`src/hdl/utx_pkg.sv`:
```
package utx_pkg;

  // Register byte offsets on the Avalon slave
  localparam logic [5:0] OFS_THR = 6'h00;
  localparam logic [5:0] OFS_DLL = 6'h04;
  localparam logic [5:0] OFS_DLM = 6'h08;
  localparam logic [5:0] OFS_IER = 6'h0c;
  localparam logic [5:0] OFS_ISR = 6'h10;
  localparam logic [5:0] OFS_FCR = 6'h14;
  localparam logic [5:0] OFS_LCR = 6'h18;
  localparam logic [5:0] OFS_MCR = 6'h1c;
  localparam logic [5:0] OFS_LSR = 6'h20;

  // Field positions
  localparam int FCR_EN    = 0;
  localparam int FCR_TXRST = 2;
  localparam int FCR_BLOCK = 3;
  localparam int IER_THRE  = 1;
  localparam int MCR_PRESC = 7;
  localparam int LCR_BREAK = 6;
  localparam int LSR_DR    = 0;
  localparam int LSR_THRE  = 5;
  localparam int LSR_TEMT  = 6;

  // Values after reset and fixed codes
  localparam logic [7:0]  RST_BYTE     = 8'h00;
  localparam logic [15:0] RST_DIV      = 16'h0000;
  localparam logic [3:0]  ISR_NONE     = 4'h1;
  localparam logic [3:0]  ISR_THRE     = 4'h2;
  localparam logic [1:0]  ISR_FIFO_ON  = 2'h3;

  // Cycle counts
  localparam logic [3:0] BIT_LAST_TICK = 4'hf;  // 16 sample ticks a bit
  localparam logic [1:0] PRESC_LAST    = 2'h3;  // Divide by four

  // Transmit sequencer states
  typedef enum logic [4:0] {
    TX_IDLE  = 5'b00001,
    TX_START = 5'b00010,
    TX_DATA  = 5'b00100,
    TX_PAR   = 5'b01000,
    TX_STOP  = 5'b10000
  } utx_tx_state_t;

  // Character format, laid out as line control bits 5..0
  typedef struct packed {
    logic       stick;
    logic       even;
    logic       par_en;
    logic       two_stop;
    logic [1:0] wlen;
  } utx_frame_t;

endpackage : utx_pkg

```
`src/hdl/utx_mem.sv`:
```
module utx_mem #(
  parameter int DATA_W = 8,
  parameter int DEPTH  = 16,
  parameter int ADDR_W = 4
) (
  // Clock
  input  wire logic              clk,
  // Write side
  input  wire logic              wr_en,
  input  wire logic [ADDR_W-1:0] wr_addr,
  input  wire logic [DATA_W-1:0] wr_data,
  // Read side, data one cycle after address
  input  wire logic [ADDR_W-1:0] rd_addr,
  output logic      [DATA_W-1:0] rd_data
);

  logic [DATA_W-1:0] mem [DEPTH];

  // Write port and registered read port
  always_ff @(posedge clk) begin
    if (wr_en) begin
      mem[wr_addr] <= wr_data;
    end
    rd_data <= mem[rd_addr];
  end

endmodule : utx_mem

```
`src/hdl/utx_channel.sv`:
```
// Function
// - Single mode: receive ready low while data waits
// - Block mode: falls at trigger/timeout, rises when empty
// - Single mode: transmit ready low only when empty
// - Block mode: transmit ready low unless FIFO full
// - FIFO control bit 3 selects block mode
// - Per-channel divider, 16-bit divisor, 16x tick
// - Divisor held in low and high bytes
// - One bit per sixteen sample ticks
// - Start, data, optional parity, stop bits
// - Least significant data bit goes first
// - Holding writes push the 16-entry FIFO
// - Non-FIFO: holding empty set on transfer
// - Non-FIFO: holding empty raises enabled interrupt
// - Non-FIFO: transmitter empty when shifter drained
// - FIFO mode: holding empty while FIFO empty
// - FIFO mode: empty FIFO raises enabled interrupt
// - FIFO mode: transmitter empty needs both empty
// - Register access needs no serial clock
// - One oscillator clock feeds the divider
//
// The implementer's own choices: the Avalon-MM interface to the registers and the placing of the registers.
module utx_channel #(
  parameter int FIFO_DEPTH = 16,
  parameter int ADDR_W     = 4
) (
  // Clock and reset
  input  wire logic        core_clk,
  input  wire logic        srst,
  // Avalon-MM slave
  input  wire logic [5:0]  avs_address,
  input  wire logic        avs_read,
  input  wire logic        avs_write,
  input  wire logic [31:0] avs_writedata,
  input  wire logic [3:0]  avs_byteenable,
  output logic      [31:0] avs_readdata,
  output logic             avs_waitrequest,
  // Receive path status
  input  wire logic [4:0]  rx_level,
  input  wire logic        rx_trig_hit,
  input  wire logic        rx_timeout,
  // Serial side and block-transfer pins
  output logic             serial_out,
  output logic             sample16_tick,
  output logic             rx_block_ready_n,
  output logic             tx_block_ready_n,
  output logic             tx_irq
);

  localparam int CW = ADDR_W + 1;

  typedef struct packed {
    logic                  ack;
    logic [31:0]           rdata;
    logic [7:0]            div_low;
    logic [7:0]            div_high;
    logic [3:0]            irq_enable_reg;
    logic                  fifo_en;
    logic                  block;
    logic [7:0]            lcr;
    logic [7:0]            modem_control_reg;
    logic [ADDR_W-1:0]     wptr;
    logic [ADDR_W-1:0]     rptr;
    logic [CW-1:0]         count;
    logic                  ld_pend;
    logic [1:0]            pre_cnt;
    logic [15:0]           baud_cnt;
    logic                  tick;
    utx_pkg::utx_tx_state_t state;
    logic [3:0]            tick_cnt;
    logic [2:0]            bit_idx;
    logic                  stop2;
    logic [7:0]            shift;
    logic                  par;
    logic                  txd;
    logic                  irq;
    logic                  thre_seen;
    logic                  rx_rdy_n;
  } utx_core_t;

  utx_core_t s;
  utx_core_t n;

  logic              req;
  logic              acc;
  logic              wr_en;
  logic [7:0]        wd;
  logic              wr_thr;
  logic              wr_fcr;
  logic              rd_isr;
  logic [15:0]       divisor;
  logic [CW-1:0]     limit;
  logic              full;
  logic              push;
  logic              pop;
  logic              fifo_clr;
  logic              thre;
  logic              temt;
  logic              stage_en;
  logic              bit_end;
  logic [7:0]        rd_data;
  logic [7:0]        mask;
  logic [7:0]        isr_val;
  logic [7:0]        lsr_val;
  logic [31:0]       rmux;
  utx_pkg::utx_frame_t fmt;

  // Bus decode; write lands at the edge where waitrequest is low
  assign req      = avs_read | avs_write;
  assign acc      = req & s.ack;
  assign wr_en    = acc & avs_write & avs_byteenable[0];
  assign wd       = avs_writedata[7:0];
  assign wr_thr   = wr_en & (avs_address == utx_pkg::OFS_THR);
  assign wr_fcr   = wr_en & (avs_address == utx_pkg::OFS_FCR);
  assign rd_isr   = acc & avs_read & (avs_address == utx_pkg::OFS_ISR);
  assign fmt      = utx_pkg::utx_frame_t'(s.lcr[5:0]);

  // Divisor from two bytes, one oscillator clock
  assign divisor  = {s.div_high, s.div_low};
  assign stage_en = ~s.modem_control_reg[utx_pkg::MCR_PRESC] | (s.pre_cnt == utx_pkg::PRESC_LAST);

  // Queue depth: sixteen with FIFO on, one holding byte otherwise
  assign limit    = s.fifo_en ? CW'(FIFO_DEPTH) : CW'(1);
  assign full     = (s.count == limit);
  assign push     = wr_thr & ~full;
  assign pop      = (s.state == utx_pkg::TX_IDLE) & ~s.ld_pend & (s.count != '0);
  assign fifo_clr = wr_fcr & ((wd[utx_pkg::FCR_EN] != s.fifo_en) | wd[utx_pkg::FCR_TXRST]);

  // Transmit status flags
  assign thre     = (s.count == '0) & ~s.ld_pend;
  assign temt     = thre & (s.state == utx_pkg::TX_IDLE);
  assign bit_end  = s.tick & (s.tick_cnt == utx_pkg::BIT_LAST_TICK);
  assign mask     = 8'hff >> (2'h3 - fmt.wlen);

  // Read values of the status registers
  assign isr_val  = {s.fifo_en ? utx_pkg::ISR_FIFO_ON : 2'h0, 2'h0,
                     s.irq ? utx_pkg::ISR_THRE : utx_pkg::ISR_NONE};
  assign lsr_val  = {1'b0, temt, thre, 4'h0, rx_level != 5'h00};

  // Read multiplexer, bus needs no serial timing
  always_comb begin
    rmux = 32'h0000_0000;
    case (avs_address)
      utx_pkg::OFS_DLL: rmux[7:0] = s.div_low;
      utx_pkg::OFS_DLM: rmux[7:0] = s.div_high;
      utx_pkg::OFS_IER: rmux[3:0] = s.irq_enable_reg;
      utx_pkg::OFS_ISR: rmux[7:0] = isr_val;
      utx_pkg::OFS_FCR: rmux[7:0] = {4'h0, s.block, 2'h0, s.fifo_en};
      utx_pkg::OFS_LCR: rmux[7:0] = s.lcr;
      utx_pkg::OFS_MCR: rmux[7:0] = s.modem_control_reg;
      utx_pkg::OFS_LSR: rmux[7:0] = lsr_val;
      default:          rmux      = 32'h0000_0000;
    endcase
  end

  // Transmit queue storage
  utx_mem #(
    .DATA_W (8),
    .DEPTH  (FIFO_DEPTH),
    .ADDR_W (ADDR_W)
  ) u_txq (
    .clk     (core_clk),
    .wr_en   (push),
    .wr_addr (s.wptr),
    .wr_data (wd),
    .rd_addr (s.rptr),
    .rd_data (rd_data)
  );

  // Next-state logic for the whole channel
  always_comb begin
    n = s;
    // Bus: one wait state, read data captured as waitrequest drops
    n.ack = req & ~s.ack;
    if (req & ~s.ack) begin
      n.rdata = avs_read ? rmux : 32'h0000_0000;
    end
    if (wr_en) begin
      case (avs_address)
        utx_pkg::OFS_DLL: n.div_low  = wd;
        utx_pkg::OFS_DLM: n.div_high = wd;
        utx_pkg::OFS_IER: n.irq_enable_reg      = wd[3:0];
        utx_pkg::OFS_LCR: n.lcr      = wd;
        utx_pkg::OFS_MCR: n.modem_control_reg      = wd;
        utx_pkg::OFS_FCR: begin
          n.fifo_en = wd[utx_pkg::FCR_EN];
          n.block   = wd[utx_pkg::FCR_BLOCK];
        end
        default: n.lcr = s.lcr;
      endcase
    end
    // Queue pointers and fill count
    if (push) begin
      n.wptr = s.wptr + 1'b1;
    end
    if (pop) begin
      n.rptr    = s.rptr + 1'b1;
      n.ld_pend = 1'b1;
    end else begin
      n.ld_pend = 1'b0;
    end
    case ({push, pop})
      2'b10:   n.count = s.count + CW'(1);
      2'b01:   n.count = s.count - CW'(1);
      default: n.count = s.count;
    endcase
    if (fifo_clr) begin
      n.wptr  = '0;
      n.rptr  = '0;
      n.count = '0;
    end
    // Baud divider: optional quarter stage, then divisor
    n.pre_cnt = s.pre_cnt + 2'h1;
    n.tick    = 1'b0;
    if (stage_en && divisor != 16'h0000) begin
      if (s.baud_cnt >= divisor - 16'h0001) begin
        n.baud_cnt = 16'h0000;
        n.tick     = 1'b1;
      end else begin
        n.baud_cnt = s.baud_cnt + 16'h0001;
      end
    end
    // Transmit sequencer, one bit per sixteen ticks
    if (s.tick) begin
      n.tick_cnt = s.tick_cnt + 4'h1;
    end
    case (s.state)
      utx_pkg::TX_IDLE: begin
        if (s.ld_pend) begin
          n.shift    = rd_data;
          n.tick_cnt = 4'h0;
          n.stop2    = 1'b0;
          n.par      = fmt.stick ? ~fmt.even : (^(rd_data & mask) ^ ~fmt.even);
          n.state    = utx_pkg::TX_START;
        end
      end
      utx_pkg::TX_START: begin
        if (bit_end) begin
          n.bit_idx = 3'h0;
          n.state   = utx_pkg::TX_DATA;
        end
      end
      utx_pkg::TX_DATA: begin
        if (bit_end) begin
          n.shift   = {1'b0, s.shift[7:1]};
          n.bit_idx = s.bit_idx + 3'h1;
          if (s.bit_idx == {1'b1, fmt.wlen}) begin
            n.state = fmt.par_en ? utx_pkg::TX_PAR : utx_pkg::TX_STOP;
          end
        end
      end
      utx_pkg::TX_PAR: begin
        if (bit_end) begin
          n.state = utx_pkg::TX_STOP;
        end
      end
      utx_pkg::TX_STOP: begin
        if (bit_end) begin
          if (fmt.two_stop && !s.stop2) begin
            n.stop2 = 1'b1;
          end else begin
            n.state = utx_pkg::TX_IDLE;
          end
        end
      end
      default: n.state = utx_pkg::TX_IDLE;
    endcase
    // Line level follows the next state
    case (n.state)
      utx_pkg::TX_START: n.txd = 1'b0;
      utx_pkg::TX_DATA:  n.txd = n.shift[0];
      utx_pkg::TX_PAR:   n.txd = n.par;
      default:           n.txd = 1'b1;
    endcase
    if (s.lcr[utx_pkg::LCR_BREAK]) begin
      n.txd = 1'b0;
    end
    // Holding-empty interrupt; a new set beats a clear
    n.thre_seen = thre & s.irq_enable_reg[utx_pkg::IER_THRE];
    if (thre && s.irq_enable_reg[utx_pkg::IER_THRE] && !s.thre_seen) begin
      n.irq = 1'b1;
    end else if (rd_isr || wr_thr || !s.irq_enable_reg[utx_pkg::IER_THRE]) begin
      n.irq = 1'b0;
    end
    // Receive ready pin
    if (!(s.fifo_en && s.block)) begin
      n.rx_rdy_n = (rx_level == 5'h00);
    end else if (rx_level == 5'h00) begin
      n.rx_rdy_n = 1'b1;
    end else if (rx_trig_hit || rx_timeout) begin
      n.rx_rdy_n = 1'b0;
    end
  end

  // State register
  always_ff @(posedge core_clk) begin
    if (srst) begin
      s          <= '0;
      s.rdata    <= 32'h0000_0000;
      s.div_low  <= utx_pkg::RST_DIV[7:0];
      s.div_high <= utx_pkg::RST_DIV[15:8];
      s.lcr      <= utx_pkg::RST_BYTE;
      s.modem_control_reg      <= utx_pkg::RST_BYTE;
      s.state    <= utx_pkg::TX_IDLE;
      s.txd      <= 1'b1;
      s.rx_rdy_n <= 1'b1;
    end else begin
      s <= n;
    end
  end

  // Outputs
  assign avs_readdata     = s.rdata;
  assign avs_waitrequest  = req & ~s.ack;
  assign serial_out       = s.txd;
  assign sample16_tick    = s.tick;
  assign rx_block_ready_n = s.rx_rdy_n;
  assign tx_block_ready_n = (s.fifo_en && s.block) ? full : ~thre;
  assign tx_irq           = s.irq;
endmodule : utx_channel

```
`config.mk`:
```
export PLATFORM = sky130hd
export DESIGN_NAME = utx_channel
export DESIGN_NICKNAME = d
export VERILOG_FILES = /design/src/hdl/utx_pkg.sv /design/src/hdl/utx_mem.sv /design/src/hdl/utx_channel.sv
export SDC_FILE = /design/constraint.sdc
export NUM_CORES = 1
export LEC_CHECK = 0
export BUFFER_PORTS_ARGS = -buffer_cell sky130_fd_sc_hd__buf_2
export CORE_MARGIN = 1.5
export CORE_UTILIZATION = 60
export DETAILED_ROUTE_END_ITERATION = 6
export GPL_TIMING_DRIVEN = 0
export PLACE_DENSITY = 0.76
export SLEW_MARGIN = 20
export SYNTH_ARGS = -nofsm -noshare
export SYNTH_HDL_FRONTEND = slang
export SYNTH_SLANG_ARGS = --single-unit
```
`constraint.sdc`:
```
create_clock -name core_clk -period 3.85 [get_ports core_clk]
set_input_delay 0.77 -clock core_clk [delete_from_list [all_inputs] [get_ports core_clk]]
set_output_delay 0.77 -clock core_clk [all_outputs]
set_load 0.01 [all_outputs]
```
**Word-level counts from Yosys, hierarchy flattened**

Memories as Yosys holds them, arrays and structs flattened. A register that Yosys moved wholly into a read port is not among the register bits.
Index checks and enable logic that the tools add are counted.

- Bits in registers: 130
- Memory bits (writable): 128
- Bits of input ports: 53
- Output and inout port bits: 38
- Logic and storage cells: 173
- Memories: 1

- Add/sub/neg operators: 10
- $lt $le $gt $ge: 1
- Eq/ne operators: 29
- Shift-type cells: 1
- Mux-type cells: 42
- Bitwise gates (word level): 28
- Reduce and logical (&&, ||, !) cells: 34

Memory list:

| name | words | bits a word | read ports | clocked after Yosys merged registers in | write ports | line | source |
|---|---|---|---|---|---|---|---|
| u_txq.mem | 16 | 8 | 1 | 1 | 1 | utx_mem.sv:17 | `logic [DATA_W-1:0] mem [DEPTH];` |

Operators by type and width:

| operator | number |
|---|---|
| 5-bit 2-to-1 mux | 8 |
| 4-bit one-hot mux with 8 select lines | 1 |
| 5-bit one-hot mux with 5 select lines | 1 |
| 6-bit by 5-bit == test with 1-bit output, second input constant | 4 |
| 4-bit one-hot mux with 6 select lines | 1 |
| 16-bit by 1-bit adder with 16-bit output, second input constant | 1 |
| 1-bit AND | 16 |
| 16-bit greater-or-equal comparator | 1 |
| 16-bit 2-to-1 mux | 1 |
| 8-bit 2-to-1 mux | 2 |
| 8-bit one-hot mux with 2 select lines | 1 |
| 16-bit nonzero test | 1 |
| 16-bit by 1-bit subtractor with 16-bit output, second input constant | 1 |
| 1-bit 2-to-1 mux | 15 |
| 4-bit by 1-bit adder with 4-bit output, second input constant | 3 |
| 6-bit by 4-bit == test with 1-bit output, second input constant | 2 |
| 2-bit AND reduction | 6 |
| 5-bit by 2-bit == test with 1-bit output, second input constant | 2 |
| 5-bit by 3-bit == test with 1-bit output, second input constant | 2 |
| 5-bit by 4-bit == test with 1-bit output, second input constant | 2 |
| 5-bit logical NOT | 2 |
| 10-bit 2-to-1 mux | 1 |
| 2-bit inequality test, second input constant | 5 |
| 5-bit one-hot mux with 2 select lines | 1 |
| 38 further kinds | 65 |

**Logic depth before layout (Yosys ltp)**

Gate-level depths: netlist of the first run.

- Depth in word-level cells: 10
- Gate-level depth with buffers: 15

**Cells and area by module**

A second synthesis of the first run with hierarchy kept.

- Cell total of the unflattened synthesis: 920
- Area total of the unflattened synthesis: 11177.0 µm²

Modules (own cells, without submodules):

| module | instances | cells an instance | area an instance (µm²) | seq. area each (µm²) |
|---|---|---|---|---|
| utx_channel | 1 | 691 | 6029.5 | 2122.0 |
| utx_mem | 1 | 229 | 5147.4 | 4003.8 |

**Least setup slack after synthesis of the first run**

OpenSTA, ideal clock, no wires.

- Path type: input -> register
- Start point: input port avs_address[4]
- End point: register s[50] in the netlist's numbering
- Setup time: 0.132 ns
- Arrival time: 3.265 ns
- Slack: 0.453 ns
- Cell stages on the path: 13
- Path buffers: 1
- Cells stage by stage: clkbuf_1 > nor4_4 > nand2_4 > a2111oi_4 > inv_1 > ha_1 > ha_1 > nor2b_1 > o21ai_0 > a21oi_1 > nor3_1 > xnor2_1 > nor2_1

- Cells in the longest elaborated chain, start to end: 5
- Elaborated cells on any way between the ends: 11

Ends and longest elaborated chain:

| element | line | source |
|---|---|---|
| start, declared | utx_channel.sv:31 | `input wire logic [5:0] avs_address,` |
| 6-bit logical NOT | utx_channel.sv:113 | `assign wr_thr = wr_en & (avs_address == utx_pkg::OFS_THR);` |
| 1-bit AND | utx_channel.sv:113 |  |
| 1-bit AND | utx_channel.sv:125 | `assign push = wr_thr & ~full;` |
| 2-bit by 1-bit == test with 1-bit output / 2-bit == test (equally long branches) | utx_channel.sv:202 | `case ({push, pop})` |
| 5-bit one-hot mux with 2 select lines / 2-bit nonzero test (equally long branches) | -- |  |
| end signal, assigned | utx_channel.sv:308 | `s <= n;` |
| end, declared | utx_channel.sv:81 | `utx_core_t s;` |

Several ways; a longest one is shown, not always the timed one.
A chain may end at the register's enable or synchronous reset.

**Final worst setup path of the first run**

- Start point: register s (netlist bit divisor[0])
- End point: register s[38] in the netlist's numbering

- Cells in the longest elaborated chain, start to end: 3
- Elaborated cells on any way between the ends: 5

Ends and longest elaborated chain:

| element | line | source |
|---|---|---|
| 16-bit by 1-bit subtractor with 16-bit output | utx_channel.sv:216 | `if (s.baud_cnt >= divisor - 16'h0001) begin` |
| 16-bit greater-or-equal comparator | utx_channel.sv:216 |  |
| 16-bit 2-to-1 mux | utx_channel.sv:216 |  |

Several ways; a longest one is shown, not always the timed one.

==> results of run 1 <==
state kept, by name, indices dropped and copies added, names as in the netlist:
register / flops
rx_block_ready_n: 1
sample16_tick: 1
s: 72
avs_readdata: 8
tx_irq: 1
u_txq.mem: 128
serial_out: 1
fmt: 6
divisor: 16
u_txq.rd_data: 8
worst max-delay path: cells and delay by family (launching register included):
kind            cells  cell delay [ns]
xor+xnor            1             0.08
buf+inv             2             0.40
flops               1             0.36
compound gates      4             0.96
fa+ha+maj           2             0.47
simple gates        6             1.14
stage by stage:
step / utilization / cell area [sq um] / hold slack, ns / std cells
floorplan: - / 11100 / 0.399 / 965
global placement: 0.644 / 11600 / 0.410 / 1231
detailed placement: 0.645 / 11600 / 0.432 / 1231
CTS: 0.692 / 12400 / 0.440 / 1277
global route: 0.693 / 12500 / 0.463 / 1277
finish: 0.693 / 12500 / 0.433 / 1277
worst paths after layout:
kind / to / cells after the start / slack [ns] / startpoint
max: s[38] / 15 / 0.30 / divisor[0]
min: s[43] / 1 / 0.43 / s[43]
max reg2reg: s[38] / 15 / 0.30 / divisor[0]
min reg2reg: s[43] / 1 / 0.43 / s[43]
cell usage in the layout, fill, tap and decap left out, drive strengths merged, types with 8 or more instances in the layout:
cell type  instances
conb              24
xnor2             31
and3               8
ha                30
buf               82
o21ai             23
nand2b            10
clkinv             9
xor2              19
nand2            105
nor4              12
dfxtp            114
o22ai              8
a21oi             55
clkbuf            59
mux4              41
nor2             103
nor3              30
mux2i             18
edfxtp           128
nand3             10
a22oi             24
inv               23
where the power goes:
group | switching [mW] | internal, mW | total, mW | leakage (nW)
Clock | 1.00 | 1.47 | 2.47 | 0.403
Sequential | 0.0232 | 2.75 | 2.77 | 2.07
Combinational | 0.357 | 0.270 | 0.627 | 1.94
final cells by class:
cell class,instances,area (sq um),share of cell area
sequential,242,6130,0.492
clock buffer,31,648,0.0521
multi-input combinational,628,4530,0.364
clock inverter,15,185,0.0149
inverter,22,82.6,0.00663
timing repair buffer,37,185,0.0149
buffer,73,405,0.0326
tap,229,287,0.0230
routing by layer:
metal,up-vias,share of wire,routed length [um],track usage
met5,-,0,0,0
met4,0,0.033,814,0.0853
met3,52,0.057,1410,0.0360
met2,252,0.50,12500,0.454
met1,3600,0.41,10000,0.334
li1,3553,-,-,-
cell families after synthesis:
kind of cell / share of synthesized area
buffers and inverters: 0.0443
multiplexers: 0.107
AO/OA/AOI/OAI: 0.0816
adder cells (fa/ha/maj): 0.0359
AND/OR/NAND/NOR: 0.132
other: 0.000341
XOR/XNOR: 0.0418
flip-flops: 0.556
what timing repair did:
| action | CTS | global route |
|---|---|---|
| setup endpoints to repair | 0 | 11 |
| gates resized for setup | 0 | 4 |
| hold endpoints to repair | 0 | 0 |
==> flow_metrics.py, run 1 <==
metrics = {
    "clock_tree": {
        "post_cts_buffers": 0,
        "h-tree-depth": 1,
        "holdBufCountCts": 0,
        "path_clk_slew_ns": 0.06,
        "cts_buffer_depth": 3,
        "cts_buffers": 25,
        "cts_sinks": 242,
        "cts_tree": "done",
        "root_buffer": "clkbuf_16",
        "clk_latency_ns": 0.53,
    },
    "timing": {
        "min_period_ns": 3.55,
        "clock.fmax_mhz": 282,
        "clock-skew-final_ns": 0.0163,
        "finalCritPeriodShare": 0.922,
        "finalSetupTns_ns": 0,
        "hold_viol": 0,
        "worst_slack_ns": 0.300,
        "setup_viol": 0,
        "max_slew_margin": 0.454,
        "worstMarginPinSlew_ns": 0.814,
        "drv_slew": 0,
    },
    "synthesis": {
        "yosysMostFrequentCell": "edfxtp_1",
        "synth.distinct_cells": 64,
        "synth_cells": 942,
        "yosysWarnings": 0,
        "yosys.area.top_type_share": 0.349,
        "synth-async-reset-ratio": 0,
        "yosysSeqAreaShare": 0.556,
        "synth_common_cells": "edfxtp_1, dfxtp_1, nand2_1, nor2_1, a21oi_1",
        "synth_ff_type": "edfxtp_1",
        "synth_largest_area_cell": "edfxtp_1",
        "synth_edf_count": 128,
        "synth_area_leaders": "edfxtp_1, dfxtp_1, mux4_2, nand2_1, nor2_1",
        "ys_ff_latch": 242,
        "syn_area_per_cell_sq_um": 11.7,
        "netlist_area_sq_um": 11000,
    },
    "floorplan": {
        "initial_core_util": 0.613,
        "placementRows": 49,
        "ioPinCount": 91,
        "die_h_um": 138,
        "fp.coreArea_sq_um": 18000,
        "die_area_sq_um": 19200,
        "die_w_um": 138,
    },
    "power": {
        "peakVddDrop_uv": 441,
        "p_per_area_nw_per_um2": 471,
        "leakagePower_nw": 4.42,
        "totalPowerFinal_mw": 5.87,
    },
    "critical_path": {
        "worstSetupEndpointType": "flop",
        "cp_max_fo": 10,
        "cp.required_ns": 4.26,
        "start_kind": "flop",
        "crit_top_cell": "nor2_1",
        "path_cells": "inv_1 -> ha_1 -> or4b_1 -> nor2_1 -> nand3b_1 -> nor2_1 -> xnor2_1 -> ha_1 -> nand2_1 -> o21ai_0 -> a2111o_1 -> a41oi_2 -> o31ai_4 -> buf_2 -> nor2_1",
        "crit_type": "flop to flop",
        "critPathMaxStageDelay_ns": 0.54,
        "arrival_ns": 3.96,
        "cpMaxStageDelayCell": "or4b_1",
    },
    "placed_design": {
        "gp_congestion": 0.910,
        "hpwl_um": 17000,
        "pre_cts_ws_ns": -0.0656,
        "io_buffer_count": 37,
    },
    "detailed_routing": {
        "drc": 0,
        "drtPass1Iterations": 5,
        "first_iter_violations": 599,
        "viasPerCell": 5.84,
        "wl_um": 24700,
        "drt.antenna.violating_nets": 0,
        "vias": 7457,
        "wire_per_inst_um": 19.4,
    },
    "grt": {
        "grt_antenna_before_repair": 0,
        "grt_pass1_vias": 7394,
        "grt_pass1_wl_um": 39500,
        "overflow": 0,
        "grt_max_degree": 23,
        "track_usage": 0.259,
    },
    "finish": {
        "syn_to_final_growth_pct": 13.1,
        "drive_gt1_frac": 0.165,
        "n_fill_cell": 1291,
        "layout.nets": 1113,
        "diodes": 0,
    },
    "run_status": {
        "status": "complete, no violations",
    },
    "job": {
        "drv_cap": 0,
    },
    "hold_path": {
        "hold_path_class": "flop to flop",
    },
}
No activity file was read; power rests on OpenSTA's default activity.
==> inputs of run 2 (changes only) <==
--- a/config.mk
+++ b/config.mk
@@ -11,6 +11,7 @@
 export DETAILED_ROUTE_END_ITERATION = 6
 export GPL_TIMING_DRIVEN = 0
 export PLACE_DENSITY = 0.76
+export RECOVER_POWER = 100
 export SLEW_MARGIN = 20
 export SYNTH_ARGS = -nofsm -noshare
 export SYNTH_HDL_FRONTEND = slang
==> run 2 against run 1 <==
Effect of this change: combinational power fell by 0.8%; via count fell by 0.21%; sequential cell count did not move; cell count did not move; core utilization fell by 0.24 points; total power barely moved; highest routed layer unchanged; global-route usage did not move; routed wire length rose by 0.34%; clock-buffer cell count did not move; critical path depth did not move; non-clock buffer count did not move; largest power group unchanged; die area did not move.
==> flow_metrics.py, run 2 (same netlist as run 1, synthesis figures left out) <==
metrics = {
    "run_status": {
        "status": "complete, no violations",
    },
    "floorplan": {
        "placementRows": 49,
        "die_h_um": 138,
        "die_w_um": 138,
        "die_area_sq_um": 19200,
        "fp.coreArea_sq_um": 18000,
        "initial_core_util": 0.613,
        "ioPinCount": 91,
    },
    "hold_path": {
        "hold_path_class": "flop to flop",
    },
    "critical_path": {
        "path_cells": "inv_1 -> ha_1 -> or4b_1 -> nor2_1 -> nand3b_1 -> nor2_1 -> xnor2_1 -> ha_1 -> nand2_1 -> o21ai_0 -> a2111o_1 -> a41oi_2 -> o31ai_4 -> buf_2 -> nor2_1",
        "worstSetupEndpointType": "flop",
        "crit_top_cell": "nor2_1",
        "ff2ff_setup_slack_ns": 0.30,
        "cp_top_family": "simple AND/OR/NAND/NOR gates",
        "cpMaxStageDelayCell": "or4b_1",
        "cp.required_ns": 4.26,
        "crit_type": "flop to flop",
        "start_kind": "flop",
        "path_buf_inv": 2,
        "arrival_ns": 3.96,
        "cp_max_fo": 10,
        "critPathMaxStageDelay_ns": 0.54,
    },
    "finish": {
        "final_common_cell": "edfxtp_1",
        "syn_to_final_growth_pct": 12.7,
        "multi_input_area_sq_um": 4520,
        "fin_util": 0.691,
        "largest_reg_flops": 128,
        "mostFrequentLayoutCells": "edfxtp_1, dfxtp_1, nand2_1, nor2_1, clkbuf_1",
        "n_fill_cell": 1316,
        "top_register": "u_txq.mem",
        "diodes": 0,
        "layout.nets": 1113,
        "finalInstanceArea_sq_um": 12400,
        "finalNonFillerCells": 1277,
        "drive_gt1_frac": 0.136,
        "seqCellArea_sq_um": 6130,
    },
    "grt": {
        "overflow": 0,
        "grt_pass1_wl_um": 39500,
        "grt_antenna_before_repair": 0,
        "track_usage": 0.259,
        "grt_pass1_vias": 7394,
        "grt_max_degree": 23,
    },
    "power": {
        "p_per_area_nw_per_um2": 473,
        "peakVddDrop_uv": 440,
        "totalPowerFinal_mw": 5.86,
        "leakagePower_nw": 4.32,
    },
    "clock_tree": {
        "path_clk_slew_ns": 0.06,
        "cts_buffer_depth": 3,
        "root_buffer": "clkbuf_16",
        "cts_tree": "done",
        "cts_sinks": 242,
        "clk_latency_ns": 0.53,
        "cts_buffers": 25,
        "holdBufCountCts": 0,
        "h-tree-depth": 1,
    },
    "detailed_routing": {
        "drtPass1Iterations": 5,
        "viasPerCell": 5.83,
        "wire_per_inst_um": 19.4,
        "drc": 0,
        "vias": 7441,
        "drt.antenna.violating_nets": 0,
        "wl_um": 24800,
        "first_iter_violations": 630,
    },
    "timing": {
        "setup_viol": 0,
        "clock-skew-final_ns": 0.0155,
        "drv_slew": 0,
        "min_period_ns": 3.55,
        "max_slew_margin": 0.157,
        "hold_viol": 0,
        "clock.fmax_mhz": 282,
        "finalCritPeriodShare": 0.922,
        "worstMarginPinSlew_ns": 1.25,
    },
    "placed_design": {
        "gp_congestion": 0.910,
        "hpwl_um": 17000,
        "placedCellCount": 1231,
        "dpl-instance-area_sq_um": 11600,
        "io_buffer_count": 37,
    },
    "job": {
        "drv_cap": 0,
    },
}
run 2: changes by cell type in the layout (fill, tap and decap cells not counted), sizes merged:
cell	previous run	this run
buf	82	52
clkbuf	59	89
run 2: layout make-up:
| type | count | area share |
|---|---|---|
| inverter | 22 | 0.00666 |
| buffer | 73 | 0.0324 |
| multi-input combinational | 628 | 0.365 |
| clock buffer | 31 | 0.0522 |
| timing repair buffer | 37 | 0.0124 |
| tap | 229 | 0.0231 |
| clock inverter | 15 | 0.0149 |
| sequential | 242 | 0.494 |
run 2: final timing paths:
check        endpoint  cells past startpoint        from
max             s[38]                     15  divisor[0]
min             s[43]                      1       s[43]
max reg2reg     s[38]                     15  divisor[0]
min reg2reg     s[43]                      1       s[43]
run 2: through the flow:
stage	setup TNS (ns)	hold WS, ns	setup slack [ns]
finish	0	0.436	0.302
global route	-0.0597	0.463	-0.0157
detailed placement	-0.0656	0.432	-0.0656
global placement	-2.50	0.410	-0.112
CTS	0	0.440	0.0914
floorplan	0	0.399	0.453
run 2: what timing repair did:
item,in CTS,in global routing
buffers inserted,0,0
endpoints found under the hold margin,0,0
gates resized for setup,0,4
endpoints found under the setup margin,0,11
run 2: routing by layer:
| metal | GRT usage | up-vias | part of all wire |
|---|---|---|---|
| met4 | 0.0853 | 0 | 0.033 |
| li1 | - | 3551 | - |
| met3 | 0.0360 | 53 | 0.060 |
| met5 | 0 | - | 0 |
| met2 | 0.454 | 262 | 0.50 |
| met1 | 0.334 | 3575 | 0.40 |
run 2: report_power, final:
part	switching (mW)	total (mW)	internal, mW	leakage (nW)
Clock	1.00	2.47	1.47	0.403
Sequential	0.0233	2.77	2.75	2.07
Combinational	0.357	0.622	0.265	1.84
Total	1.38	5.86	4.48	4.32
